===== src/rtl/ffrs_consts.svh =====
// Purpose: Register offsets, field positions and reset values of the FIFO read-side block
// Assumes: Included by bare name from the package and the top module
// Notes: Definitions only
`ifndef FFRS_CONSTS_SVH
`define FFRS_CONSTS_SVH

`define FFRS_ADDR_W 8
`define FFRS_BUS_W 32
`define FFRS_STRB_W 4

`define FFRS_OFS_CTRL 8'h00
`define FFRS_OFS_STATUS 8'h04
`define FFRS_OFS_LEVEL 8'h08

`define FFRS_CTRL_LA_BIT 0
`define FFRS_CTRL_RST 1'h0

`define FFRS_ST_EMPTY_BIT 0
`define FFRS_ST_NEAR_EMPTY_BIT 1
`define FFRS_ST_FULL_BIT 2
`define FFRS_ST_NEAR_FULL_BIT 3
`define FFRS_ST_VALID_BIT 4
`define FFRS_ST_LA_BIT 5

`define FFRS_RESP_OKAY 2'h0
`define FFRS_RESP_DECERR 2'h3

`define FFRS_HS_VALID 0
`define FFRS_HS_UNDERFLOW 1
`define FFRS_HS_WR_ACK 2
`define FFRS_HS_OVERFLOW 3
`define FFRS_HS_N 4

`endif


===== src/rtl/ffrs_pkg.sv =====
// Purpose: Types shared by the FIFO read-side block
// Assumes: Constants come from the header
// Notes: Flag groups and bus channels travel as packed structs
`include "ffrs_consts.svh"

package ffrs_pkg;

    typedef struct packed {
        logic wr_ack;
        logic overflow;
        logic full;
        logic near_full;
    } ffrs_wr_flags_t;

    typedef struct packed {
        logic valid;
        logic underflow;
        logic empty;
        logic near_empty;
    } ffrs_rd_flags_t;

    typedef struct packed {
        logic [`FFRS_ADDR_W-1:0] awaddr;
        logic awvalid;
        logic [`FFRS_BUS_W-1:0] wdata;
        logic [`FFRS_STRB_W-1:0] wstrb;
        logic wvalid;
        logic bready;
        logic [`FFRS_ADDR_W-1:0] araddr;
        logic arvalid;
        logic rready;
    } ffrs_axil_req_t;

    typedef struct packed {
        logic awready;
        logic wready;
        logic [1:0] bresp;
        logic bvalid;
        logic arready;
        logic [`FFRS_BUS_W-1:0] rdata;
        logic [1:0] rresp;
        logic rvalid;
    } ffrs_axil_rsp_t;

    typedef enum logic [1:0] {
        FFRS_MODE_STD = 2'h1,
        FFRS_MODE_LA = 2'h2
    } ffrs_mode_t;

    typedef enum logic [1:0] {
        FFRS_WS_COLLECT = 2'h1,
        FFRS_WS_RESP = 2'h2
    } ffrs_wstate_t;

endpackage


===== src/rtl/ffrs_mem.sv =====
// Purpose: Word store of the FIFO with registered read data
// Assumes: One write and one read port on sys_clk
// Notes: Read data change only on a read strobe or reset
`timescale 1ns/10ps
`default_nettype none

module ffrs_mem #(
    parameter int DATA_W = 8,
    parameter int DEPTH = 16,
    parameter int AW = 4
) (
    input wire logic sys_clk,
    input wire logic rst,
    input wire logic wr_en,
    input wire logic [AW-1:0] wr_addr,
    input wire logic [DATA_W-1:0] wr_data,
    input wire logic rd_en,
    input wire logic [AW-1:0] rd_addr,
    output logic [DATA_W-1:0] rd_data
);
    logic [DATA_W-1:0] store [DEPTH];

    always_ff @(posedge sys_clk) begin
        if (wr_en) begin
            store[wr_addr] <= wr_data;
        end
    end

    always_ff @(posedge sys_clk) begin
        if (rst) begin
            rd_data <= '0;
        end else if (rd_en) begin
            rd_data <= store[rd_addr];
        end
    end
endmodule // ffrs_mem

`default_nettype wire


===== src/rtl/ffrs_axil.sv =====
// Purpose: AXI4-Lite slave front end for the FIFO control registers
// Assumes: One write and one read outstanding at most
// Notes: Address and data may arrive in either order
`include "ffrs_consts.svh"
`timescale 1ns/10ps
`default_nettype none

module ffrs_axil (
    input wire logic sys_clk,
    input wire logic rst,
    input wire ffrs_pkg::ffrs_axil_req_t axil_req,
    output ffrs_pkg::ffrs_axil_rsp_t axil_rsp,
    output logic reg_we,
    output logic [`FFRS_ADDR_W-1:0] reg_waddr,
    output logic [`FFRS_BUS_W-1:0] reg_wdata,
    output logic [`FFRS_STRB_W-1:0] reg_wstrb,
    input wire logic reg_whit,
    output logic [`FFRS_ADDR_W-1:0] reg_raddr,
    input wire logic [`FFRS_BUS_W-1:0] reg_rdata,
    input wire logic reg_rhit
);
    import ffrs_pkg::*;

    ffrs_wstate_t wstate;
    logic aw_held;
    logic w_held;
    logic [1:0] bresp;
    logic [`FFRS_BUS_W-1:0] rdata;
    logic [1:0] rresp;
    logic rvalid;
    logic aw_take;
    logic w_take;
    logic ar_take;

    assign aw_take = axil_req.awvalid && !aw_held && (wstate == FFRS_WS_COLLECT);
    assign w_take = axil_req.wvalid && !w_held && (wstate == FFRS_WS_COLLECT);
    assign ar_take = axil_req.arvalid && !rvalid;
    assign reg_we = (wstate == FFRS_WS_COLLECT) && aw_held && w_held;
    assign reg_raddr = axil_req.araddr;

    always_ff @(posedge sys_clk) begin
        if (rst) begin
            aw_held <= 1'h0;
            w_held <= 1'h0;
            reg_waddr <= '0;
            reg_wdata <= '0;
            reg_wstrb <= '0;
        end else begin
            if (aw_take) begin
                aw_held <= 1'h1;
                reg_waddr <= axil_req.awaddr;
            end else if (reg_we) begin
                aw_held <= 1'h0;
            end
            if (w_take) begin
                w_held <= 1'h1;
                reg_wdata <= axil_req.wdata;
                reg_wstrb <= axil_req.wstrb;
            end else if (reg_we) begin
                w_held <= 1'h0;
            end
        end
    end

    always_ff @(posedge sys_clk) begin
        if (rst) begin
            wstate <= FFRS_WS_COLLECT;
            bresp <= `FFRS_RESP_OKAY;
        end else begin
            case (wstate)
                FFRS_WS_COLLECT: begin
                    if (reg_we) begin
                        wstate <= FFRS_WS_RESP;
                        bresp <= reg_whit ? `FFRS_RESP_OKAY : `FFRS_RESP_DECERR;
                    end
                end
                FFRS_WS_RESP: begin
                    if (axil_req.bready) begin
                        wstate <= FFRS_WS_COLLECT;
                    end
                end
                default: begin
                    wstate <= FFRS_WS_COLLECT;
                end
            endcase
        end
    end

    always_ff @(posedge sys_clk) begin
        if (rst) begin
            rvalid <= 1'h0;
            rdata <= '0;
            rresp <= `FFRS_RESP_OKAY;
        end else if (ar_take) begin
            rvalid <= 1'h1;
            rdata <= reg_rhit ? reg_rdata : '0;
            rresp <= reg_rhit ? `FFRS_RESP_OKAY : `FFRS_RESP_DECERR;
        end else if (axil_req.rready) begin
            rvalid <= 1'h0;
        end
    end

    always_comb begin
        axil_rsp = '0;
        axil_rsp.awready = !aw_held && (wstate == FFRS_WS_COLLECT);
        axil_rsp.wready = !w_held && (wstate == FFRS_WS_COLLECT);
        axil_rsp.bvalid = (wstate == FFRS_WS_RESP);
        axil_rsp.bresp = bresp;
        axil_rsp.arready = !rvalid;
        axil_rsp.rvalid = rvalid;
        axil_rsp.rdata = rdata;
        axil_rsp.rresp = rresp;
    end
endmodule // ffrs_axil

`default_nettype wire


===== src/rtl/ffrs_top.sv =====
// Purpose: Common-clock FIFO with standard and look-ahead read modes and handshake flags
// Assumes: Write and read ports both on sys_clk; control over AXI4-Lite
// Notes: Look-ahead mode keeps two staged words outside the word store
// Function
// - Read with data presents next word, sets valid
// - Empty read ignored, underflow raised
// - Near-empty high with exactly one word left
// - Empty high until written data readable
// - Write plus read while empty: write only
// - Standard data next cycle; look-ahead same cycle
// - Look-ahead: first word falls through unrequested
// - Look-ahead: read past last word invalidates output
// - Standard valid overlaps empty one cycle
// - Look-ahead adds two staged words of depth
// - Look-ahead empty release two cycles later
// - Reads to empty equal accepted writes
// - Steady write plus read keeps flags
// - Handshake flags optional, polarity selectable
// - Write-acknowledge pulses after each stored word
// - Standard valid rises per successful read only
// - Look-ahead valid follows word presence
// - Write while full discarded, overflow raised
// - Refused write keeps write-acknowledge low
// - Refused read raises underflow; valid drops unless look-ahead stage one holds a word
// - Hard-primitive build omits near-empty
// - Each port and flag on its clock
// - Write when not full stores word, acknowledges
`include "ffrs_consts.svh"
`timescale 1ns/10ps
`default_nettype none

module ffrs_top #(
    parameter int DATA_W = 8,
    parameter int DEPTH = 16,
    parameter bit HARD_PRIM = 1'h0,
    parameter bit LOOK_AHEAD_RST = 1'h0,
    parameter logic [`FFRS_HS_N-1:0] HS_EN = 4'hF,
    parameter logic [`FFRS_HS_N-1:0] HS_LOW = 4'h0
) (
    input wire logic sys_clk,
    input wire logic rst,
    input wire ffrs_pkg::ffrs_axil_req_t axil_req,
    output ffrs_pkg::ffrs_axil_rsp_t axil_rsp,
    input wire logic wr_en,
    input wire logic [DATA_W-1:0] din,
    output ffrs_pkg::ffrs_wr_flags_t wr_flags,
    input wire logic rd_en,
    output logic [DATA_W-1:0] dout,
    output ffrs_pkg::ffrs_rd_flags_t rd_flags
);
    import ffrs_pkg::*;

    localparam int AW = (DEPTH > 1) ? $clog2(DEPTH) : 1;
    localparam int CW = $clog2(DEPTH + 3);
    localparam logic [CW-1:0] CNT_FULL = CW'(DEPTH);
    localparam logic [CW-1:0] CNT_NEAR_FULL = CW'(DEPTH - 1);
    localparam logic [CW-1:0] CNT_ONE = CW'(1);
    localparam logic [AW-1:0] PTR_LAST = AW'(DEPTH - 1);

    // Pointer advance with wrap for any depth
    function automatic logic [AW-1:0] ptr_next(input logic [AW-1:0] ptr);
        logic [AW-1:0] res;
        res = (ptr == PTR_LAST) ? '0 : AW'(ptr + AW'(1));
        return res;
    endfunction

    ffrs_mode_t mode;
    logic ctrl_la;
    logic [AW-1:0] wr_ptr;
    logic [AW-1:0] rd_ptr;
    logic [CW-1:0] mem_count;
    logic [CW-1:0] total;
    logic [DATA_W-1:0] mem_q;
    logic [DATA_W-1:0] stage_data;
    logic s1_v;
    logic s2_v;
    logic is_la;
    logic full_i;
    logic mem_empty;
    logic wr_ok;
    logic rd_ok_std;
    logic pop;
    logic move12;
    logic fetch;
    logic mem_rd;
    logic next_s1_v;
    logic next_s2_v;
    logic [CW-1:0] next_mem_count;
    logic valid_raw;
    logic underflow_raw;
    logic wr_ack_raw;
    logic overflow_raw;
    logic empty_i;
    logic near_empty_i;
    logic near_full_i;
    logic mode_idle;
    logic [`FFRS_HS_N-1:0] hs_raw;
    logic [`FFRS_HS_N-1:0] hs_pin;

    logic reg_we;
    logic [`FFRS_ADDR_W-1:0] reg_waddr;
    logic [`FFRS_BUS_W-1:0] reg_wdata;
    logic [`FFRS_STRB_W-1:0] reg_wstrb;
    logic reg_whit;
    logic [`FFRS_ADDR_W-1:0] reg_raddr;
    logic [`FFRS_BUS_W-1:0] reg_rdata;
    logic reg_rhit;

    assign is_la = (mode == FFRS_MODE_LA);
    assign full_i = (mem_count == CNT_FULL);
    assign mem_empty = (mem_count == '0);
    assign near_full_i = (mem_count == CNT_NEAR_FULL);

    // Write side acceptance
    assign wr_ok = wr_en && !full_i;

    // Standard read: store holds the word until requested
    assign rd_ok_std = rd_en && !mem_empty;

    // Look-ahead staging: store read register is stage one, stage_data stage two
    assign pop = rd_en && s2_v;
    assign move12 = s1_v && (!s2_v || pop);
    assign fetch = !mem_empty && (!s1_v || move12);
    assign mem_rd = is_la ? fetch : rd_ok_std;

    assign next_s1_v = is_la && (fetch || (s1_v && !move12));
    assign next_s2_v = is_la && (move12 || (s2_v && !pop));

    // Store occupancy; a refused access changes nothing
    always_comb begin
        next_mem_count = mem_count;
        if (wr_ok && !mem_rd) begin
            next_mem_count = CW'(mem_count + CNT_ONE);
        end else if (mem_rd && !wr_ok) begin
            next_mem_count = CW'(mem_count - CNT_ONE);
        end
    end

    // Words held anywhere, staging included
    assign total = CW'(mem_count + CW'(s1_v) + CW'(s2_v));

    always_ff @(posedge sys_clk) begin
        if (rst) begin
            wr_ptr <= '0;
        end else if (wr_ok) begin
            wr_ptr <= ptr_next(wr_ptr);
        end
    end

    always_ff @(posedge sys_clk) begin
        if (rst) begin
            rd_ptr <= '0;
        end else if (mem_rd) begin
            rd_ptr <= ptr_next(rd_ptr);
        end
    end

    always_ff @(posedge sys_clk) begin
        if (rst) begin
            mem_count <= '0;
        end else begin
            mem_count <= next_mem_count;
        end
    end

    always_ff @(posedge sys_clk) begin
        if (rst) begin
            s1_v <= 1'h0;
            s2_v <= 1'h0;
        end else begin
            s1_v <= next_s1_v;
            s2_v <= next_s2_v;
        end
    end

    always_ff @(posedge sys_clk) begin
        if (rst) begin
            stage_data <= '0;
        end else if (move12) begin
            stage_data <= mem_q;
        end
    end

    // Mode switch only while nothing is stored, staged or arriving
    assign mode_idle = (total == '0) && !wr_ok;

    always_ff @(posedge sys_clk) begin
        if (rst) begin
            mode <= LOOK_AHEAD_RST ? FFRS_MODE_LA : FFRS_MODE_STD;
        end else if (mode_idle) begin
            mode <= ctrl_la ? FFRS_MODE_LA : FFRS_MODE_STD;
        end
    end

    ffrs_mem #(
        .DATA_W(DATA_W),
        .DEPTH(DEPTH),
        .AW(AW)
    ) u_mem (
        .sys_clk(sys_clk),
        .rst(rst),
        .wr_en(wr_ok),
        .wr_addr(wr_ptr),
        .wr_data(din),
        .rd_en(mem_rd),
        .rd_addr(rd_ptr),
        .rd_data(mem_q)
    );

    // Standard valid and underflow registered at the read edge
    always_ff @(posedge sys_clk) begin
        if (rst) begin
            valid_raw <= 1'h0;
        end else if (is_la) begin
            valid_raw <= next_s2_v;
        end else begin
            valid_raw <= rd_ok_std;
        end
    end

    // Look-ahead refuses a read when the output holds no word
    always_ff @(posedge sys_clk) begin
        if (rst) begin
            underflow_raw <= 1'h0;
        end else if (is_la) begin
            underflow_raw <= rd_en && !s2_v;
        end else begin
            underflow_raw <= rd_en && mem_empty;
        end
    end

    // Write-side pulses last one cycle
    always_ff @(posedge sys_clk) begin
        if (rst) begin
            wr_ack_raw <= 1'h0;
            overflow_raw <= 1'h0;
        end else begin
            wr_ack_raw <= wr_ok;
            overflow_raw <= wr_en && full_i;
        end
    end

    // Empty and near-empty straight from shared write state, no crossing
    always_comb begin
        if (is_la) begin
            empty_i = !s2_v;
            near_empty_i = s2_v && (total == CNT_ONE);
        end else begin
            empty_i = mem_empty;
            near_empty_i = (mem_count == CNT_ONE);
        end
    end

    assign hs_raw[`FFRS_HS_VALID] = valid_raw;
    assign hs_raw[`FFRS_HS_UNDERFLOW] = underflow_raw;
    assign hs_raw[`FFRS_HS_WR_ACK] = wr_ack_raw;
    assign hs_raw[`FFRS_HS_OVERFLOW] = overflow_raw;

    // Disabled flags hold their inactive level
    genvar g;
    generate
        for (g = 0; g < `FFRS_HS_N; g++) begin : g_hs
            assign hs_pin[g] = HS_EN[g] ? (hs_raw[g] ^ HS_LOW[g]) : HS_LOW[g];
        end
    endgenerate

    assign dout = is_la ? stage_data : mem_q;

    always_comb begin
        rd_flags.valid = hs_pin[`FFRS_HS_VALID];
        rd_flags.underflow = hs_pin[`FFRS_HS_UNDERFLOW];
        rd_flags.empty = empty_i;
        rd_flags.near_empty = HARD_PRIM ? 1'h0 : near_empty_i;
    end

    always_comb begin
        wr_flags.wr_ack = hs_pin[`FFRS_HS_WR_ACK];
        wr_flags.overflow = hs_pin[`FFRS_HS_OVERFLOW];
        wr_flags.full = full_i;
        wr_flags.near_full = near_full_i;
    end

    // Register file
    ffrs_axil u_axil (
        .sys_clk(sys_clk),
        .rst(rst),
        .axil_req(axil_req),
        .axil_rsp(axil_rsp),
        .reg_we(reg_we),
        .reg_waddr(reg_waddr),
        .reg_wdata(reg_wdata),
        .reg_wstrb(reg_wstrb),
        .reg_whit(reg_whit),
        .reg_raddr(reg_raddr),
        .reg_rdata(reg_rdata),
        .reg_rhit(reg_rhit)
    );

    assign reg_whit = (reg_waddr == `FFRS_OFS_CTRL);

    // Only byte lane zero carries the mode bit
    always_ff @(posedge sys_clk) begin
        if (rst) begin
            ctrl_la <= `FFRS_CTRL_RST;
        end else if (reg_we && reg_whit && reg_wstrb[0]) begin
            ctrl_la <= reg_wdata[`FFRS_CTRL_LA_BIT];
        end
    end

    // Unmapped offsets answer with a decode error
    always_comb begin
        reg_rdata = '0;
        reg_rhit = 1'h1;
        case (reg_raddr)
            `FFRS_OFS_CTRL: begin
                reg_rdata[`FFRS_CTRL_LA_BIT] = ctrl_la;
            end
            `FFRS_OFS_STATUS: begin
                reg_rdata[`FFRS_ST_EMPTY_BIT] = empty_i;
                reg_rdata[`FFRS_ST_NEAR_EMPTY_BIT] = near_empty_i && !HARD_PRIM;
                reg_rdata[`FFRS_ST_FULL_BIT] = full_i;
                reg_rdata[`FFRS_ST_NEAR_FULL_BIT] = near_full_i;
                reg_rdata[`FFRS_ST_VALID_BIT] = valid_raw;
                reg_rdata[`FFRS_ST_LA_BIT] = is_la;
            end
            `FFRS_OFS_LEVEL: begin
                reg_rdata[CW-1:0] = total;
            end
            default: begin
                reg_rhit = 1'h0;
            end
        endcase
    end
endmodule // ffrs_top

`default_nettype wire


===== config.mk =====
export PLATFORM = sky130hd
export DESIGN_NAME = ffrs_top
export DESIGN_NICKNAME = d
export VERILOG_FILES = /design/src/rtl/ffrs_pkg.sv /design/src/rtl/ffrs_mem.sv /design/src/rtl/ffrs_axil.sv /design/src/rtl/ffrs_top.sv
export VERILOG_INCLUDE_DIRS = /design/src /design/src/rtl
export SDC_FILE = /design/constraint.sdc
export NUM_CORES = 1
export LEC_CHECK = 0
export BUFFER_PORTS_ARGS = -buffer_cell sky130_fd_sc_hd__buf_4
export CAP_MARGIN = 10
export CORE_MARGIN = 1
export CORE_UTILIZATION = 57
export CTS_CLUSTER_DIAMETER = 200
export CTS_CLUSTER_SIZE = 28
export DETAILED_ROUTE_END_ITERATION = 8
export GPL_ROUTABILITY_DRIVEN = 0
export HOLD_SLACK_MARGIN = 0.02
export PLACE_DENSITY = 0.8
export SLEW_MARGIN = 20
export SYNTH_ARGS = -nofsm -noshare
export SYNTH_HDL_FRONTEND = slang
export SYNTH_SLANG_ARGS = --single-unit

===== constraint.sdc =====
create_clock -name sys_clk -period 2.8 [get_ports sys_clk]
set_clock_uncertainty 0.2 [all_clocks]
set_input_delay 0.56 -clock sys_clk [delete_from_list [all_inputs] [get_ports sys_clk]]
set_output_delay 0.56 -clock sys_clk [all_outputs]
set_load 0.01 [all_outputs]

## Word level (Yosys, flattened, before mapping)

Memories as Yosys holds them, arrays and structs flattened. A register that Yosys moved wholly into a read port is not among the register bits.
Cells that the tools add are included.
W data, S select, Z words.

| cells by class | value |
|---|---|
| add/subtract/negate cells | 6 |
| equal/unequal tests | 13 |
| reductions and logical operators | 53 |
| multiplexer cells | 28 |

Operator list:

| cell | count |
|---|---|
| $logic_and A1 B1 Y1 | 27 |
| $logic_not A8 Y1 | 2 |
| $mux W1 | 14 |
| $logic_not A1 Y1 | 11 |
| $add A5 B1 Y5 | 2 |
| $eq A5 B1 Y1 const B | 2 |
| $logic_not A5 Y1 | 2 |
| $mux W2 | 5 |
| $mux W5 | 2 |
| $add A4 B1 Y4 const B | 2 |
| $eq A4 B4 Y1 const B | 2 |
| $eq A8 B3 Y1 const B | 1 |
| $eq A8 B4 Y1 const B | 1 |
| $mux W4 | 2 |
| $mux W8 | 1 |
| $pmux W4 S2 | 1 |
| $reduce_bool A2 Y1 | 4 |
| $mux W6 | 1 |
| $add A5 B1 Y5 const B | 1 |
| $eq A5 B4 Y1 const B | 1 |
| $eq A5 B5 Y1 const B | 1 |
| $sub A5 B1 Y5 const B | 1 |
| $eq A2 B2 Y1 const B | 2 |
| $logic_or A1 B1 Y1 | 4 |
| 6 further kinds | 8 |

| word-level totals | value |
|---|---|
| output and inout bits | 57 |
| bits in writable memories | 128 |
| register bits after elaboration | 81 |
| memories | 1 |

Memories:

| name | depth | width | rd ports | clocked after Yosys merged registers in | write ports | line | source |
|---|---|---|---|---|---|---|---|
| u_mem.store | 16 | 8 | 1 | 1 | 1 | ffrs_mem.sv:21 | `logic [DATA_W-1:0] store [DEPTH];` |

## Logic depth before layout (Yosys ltp)

| depth | value |
|---|---|
| word-level depth | 9 |
| mapped depth | 11 |
| mapped depth without buffers | 10 |

## Cells and area by module

Synthesis repeated with hierarchy kept, for this count alone.

| second synthesis, totals | value |
|---|---|
| cells, all modules | 931 |
| area, all modules | 10,284.9 sq um |

By module, submodules not included:

| module | times used | cells an instance | area an instance (sq um) |
|---|---|---|---|
| ffrs_mem | 1 | 316 | 5,343.9 |
| ffrs_axil | 1 | 381 | 3,099.2 |
| ffrs_top | 1 | 234 | 1,841.8 |

## Least setup slack after synthesis

OpenSTA, ideal clock, no wires.

| path | value |
|---|---|
| kind | flip-flop to output port |
| start | register mem_count[0] |
| end | output port rd_flags[0] (netlist bit) |
| stages on the path, launching flop included | 7 |
| path buffers | 1 |
| arrival | 1,756 ps |
| path slack | 284 ps |
| path through | dfxtp_1 fa_1 ha_1 nor4b_1 o21ai_0 o21ai_0 buf_4 |

| on the way | value |
|---|---|
| cells in the longest elaborated chain, start to end | 5 |
| elaborated cells on any way between the ends | 6 |
| classes of those cells | add/sub (2); eq/ne (2); mux (1); reduce/logical (1) |

RTL lines:

| item | line | source |
|---|---|---|
| start, declared | ffrs_top.sv:71 | `logic [CW-1:0] mem_count;` |
| start signal, assigned | ffrs_top.sv:162 | `mem_count <= next_mem_count;` |
| $add A5 B1 Y5 (2 in series) | ffrs_top.sv:140 | `assign total = CW'(mem_count + CW'(s1_v) + CW'(s2_v));` |
| $eq A5 B1 Y1 | ffrs_top.sv:247 | `near_empty_i = s2_v && (total == CNT_ONE);` |
| $logic_and A1 B1 Y1 | ffrs_top.sv:247 |  |
| $mux W1 (*) | ffrs_top.sv:245 | `if (is_la) begin` |
| end, declared | ffrs_top.sv:49 | `output ffrs_pkg::ffrs_rd_flags_t rd_flags` |

Mark *: on every way between the ends. The rest lies on a longest branch, timed or not.

==> metrics <==
port bufs=65; final instance area=approximately 0.0095 mm2; number of vias per cell=5.818; GRT Total Usage=0.2391; RSZ-0062 raised after global routing=yes; hold crit path type=in -> reg; initial antenna violation count=0; CP startpoint kind=flop; FMAX=around 0.35 GHz; grt total ovfl=0; Top-Level Pins=around 130; clk_lat worst skew=between 0.4 and 0.5 ns; measured slew at the worst slew-check pin=0.9103 ns; Setup Viol. Count Final=1; number of global-route vias before repair=approximately 5,000; CTS tree=yes; violated checks=negative setup slack; Reg clk slew, reported paths=0.07 ns; Area Overhead vs Synth=16.31%; Layout Utilization=0.6808; Crit. Startpoint=mem_count[0]; Gate Count Post-Synth=around 600; DR iter-0 viols=505; DP Area=slightly below 0.009 mm2; WL final=16,560 um; CTS H-Tree Depth=4; Max-Cap Viols=0; Post-Syn Area per Cell=~14 um2; diodes inserted=0; CTS root buffer=clkbuf_16; largest net degree at the start of global routing=38; hold_sp=axil_req[53]; hpwl dp=roughly 11,000 um; reg2reg start=mem_count[0]; clock buffer count from CTS=17; Post-synth EDFFs=128; FF-to-FF End=mem_count[3]; hold depth=3; min Tclk post-route=2.864 ns; worst-path maximum fanout=4; cell area after technology mapping=between 0.008 and 0.009 mm2; Place WS=between 0.06 and 0.07 ns; flops & latches, synth=between 150 and 200; period utilization=1.023; Final Max Slew Viols=0; library cells used by synthesis=between 50 and 60; Final nets=about 760; placed insts=between 800 and 900; # DRC=0; Initial Utilization=0.5854; hold-critical path endpoint=u_axil.reg_waddr[4]; cts hold-fix bufs=0; post-route ant nets=0; R2R Setup Slk=between 0.15 and 0.2 ns; setup ws final=-0.06378 ns; VDD IR max=0.5532 mV; ys async rst share=0; Die X-Extent=between 100 and 150 um; Finished Layout Cells=between 800 and 900; sequential share of the synthesized area=0.6233; Final Total Pwr=7113 uW; Longest Clk Path Bufs=2; FP Rows=43; Core Area=between 0.01 and 0.015 mm2; worst path required time=between 2 and 2.5 ns; Synth Flop Type=edfxtp_1; Die Footprint=approximately 0.015 mm2; worst path arrival time=between 2 and 2.5 ns; DRT Pass-1 Iters=5; status=finished, violations left; first-pass GRT wire length=25,890 um; Setup CP Type=reg -> out; CTS sink cnt=around 190; Hold Vio Cnt, Final=0; Avg WL per Cell=around 19 um; R2R depth=11; Crit. End Element=output port; Pwr Density=approximately 750 mW/mm2; share of post-route cells with drive strength above 1=0.2714; Ys Warns=0; LEAKAGE=approximately 0.0035 uW; height of the chip=between 100 and 150 um; Via Count=roughly 5,100; max_slew headroom=0.3932
## stage by stage
stage	setup TNS, ns	hold WS, ns
floorplan	0	0.2360
global placement	0	0.2438
detailed placement	0	0.2507
CTS	-0.1211	0.1576
global route	-0.2428	0.1758
finish	-0.06378	0.1701
## registers in the layout, summed over array words and instances, names as in the netlist, 2 cells and up
register,flops
mem_count,5
u_mem.rd_data,8
mode,2
rd_ptr,4
u_axil.reg_waddr,8
wr_ptr,4
u_mem.store,128
u_axil.rdata,6
u_axil.wstate,2
stage_data,8
## layout make-up
type / count / area [um2]
multi-input combinational: 351 / 2723
clock inverter: 13 / 117.6
clock buffer: 19 / 464.2
tap: 180 / 225.2
fill: 921 / 4431
timing repair buffer: 105 / 800.8
sequential: 189 / 5075
inverter: 12 / 45.04
## cells in the final DEF, fill, tap and decap left out, types with 10 or more instances in the layout
cell type	count
a21oi_1	29
buf_4	104
clkbuf_16	18
conb_1	26
dfxtp_1	55
edfxtp_1	128
ha_1	10
inv_1	11
mux2i_1	31
mux4_2	32
nand2_1	58
nand2b_1	10
nand3_1	12
nor2_1	38
nor3_1	10
## kinds of logic after synthesis
logic type / share of synthesized area
DFF: 0.6233
and+or+nand+nor: 0.1009
buffers and inverters: 0.06021
AOI/OAI and AO/OA: 0.05990
muxes: 0.1283
adders and majority gates: 0.01940
xor gates and xnor gates: 0.007546
other: 0.0004615
## where the power goes
group,switching (uW),internal (uW),leakage [uW]
sequential,160,3130,0.00166
combinational,793,692,0.00153
clock,1090,1250,0.000295
## synth_stat cells, types with 9 or more instances
| master | number | area share |
|---|---|---|
| edfxtp_1 | 128 | 0.47 |
| dfxtp_1 | 61 | 0.15 |
| nand2_1 | 58 | 0.027 |
| buf_4 | 40 | 0.037 |
| nor2_1 | 38 | 0.018 |
| mux4_2 | 32 | 0.089 |
| mux2i_1 | 31 | 0.038 |
| a21oi_1 | 29 | 0.018 |
| clkbuf_1 | 15 | 0.0069 |
| nand3_1 | 12 | 0.0074 |
| ha_1 | 11 | 0.017 |
| nor3_1 | 11 | 0.0068 |
| o21ai_0 | 11 | 0.0068 |
| inv_1 | 10 | 0.0046 |
| nand2b_1 | 10 | 0.0077 |
| nor2b_1 | 9 | 0.0069 |
| o211ai_1 | 9 | 0.0083 |
## routing by layer
| metal | global-route usage | vias up | part of all wire | routed length (um) |
|---|---|---|---|---|
| met5 | 0 | - | 0 | 0 |
| met3 | 0.05075 | 26 | 0.055 | 918 |
| met4 | 0.1049 | 0 | 0.019 | 308 |
| met1 | 0.3050 | 2530 | 0.42 | 6939 |
| li1 | - | 2324 | - | - |
| met2 | 0.3935 | 176 | 0.51 | 8399 |
## what timing repair did
action,in CTS,in global routing
setup buffers,4,1
pin swaps,4,2
resized for setup,11,6
gates cloned,0,0
endpoints found under the setup margin,2,2
## worst max-delay path, stage by stage (launching register included)
cell,delay (ns)
dfxtp_2,0.33
fa_2,0.42
ha_4,0.22
nor4b_4,0.34
o21ai_2,0.11
o21ai_1,0.10
buf_4,0.14
## worst max-delay path by stage
stage	endpoint	slack (ns)	depth (start not counted)
finish	rd_flags[0]	-0.06	6
global route	rd_flags[0]	-0.14	7
CTS	rd_flags[0]	-0.11	7
detailed placement	rd_flags[0]	0.07	6
global placement	rd_flags[0]	0.20	6
floorplan	rd_flags[0]	0.28	6
Note: power is estimated with default switching activity, not from simulation.
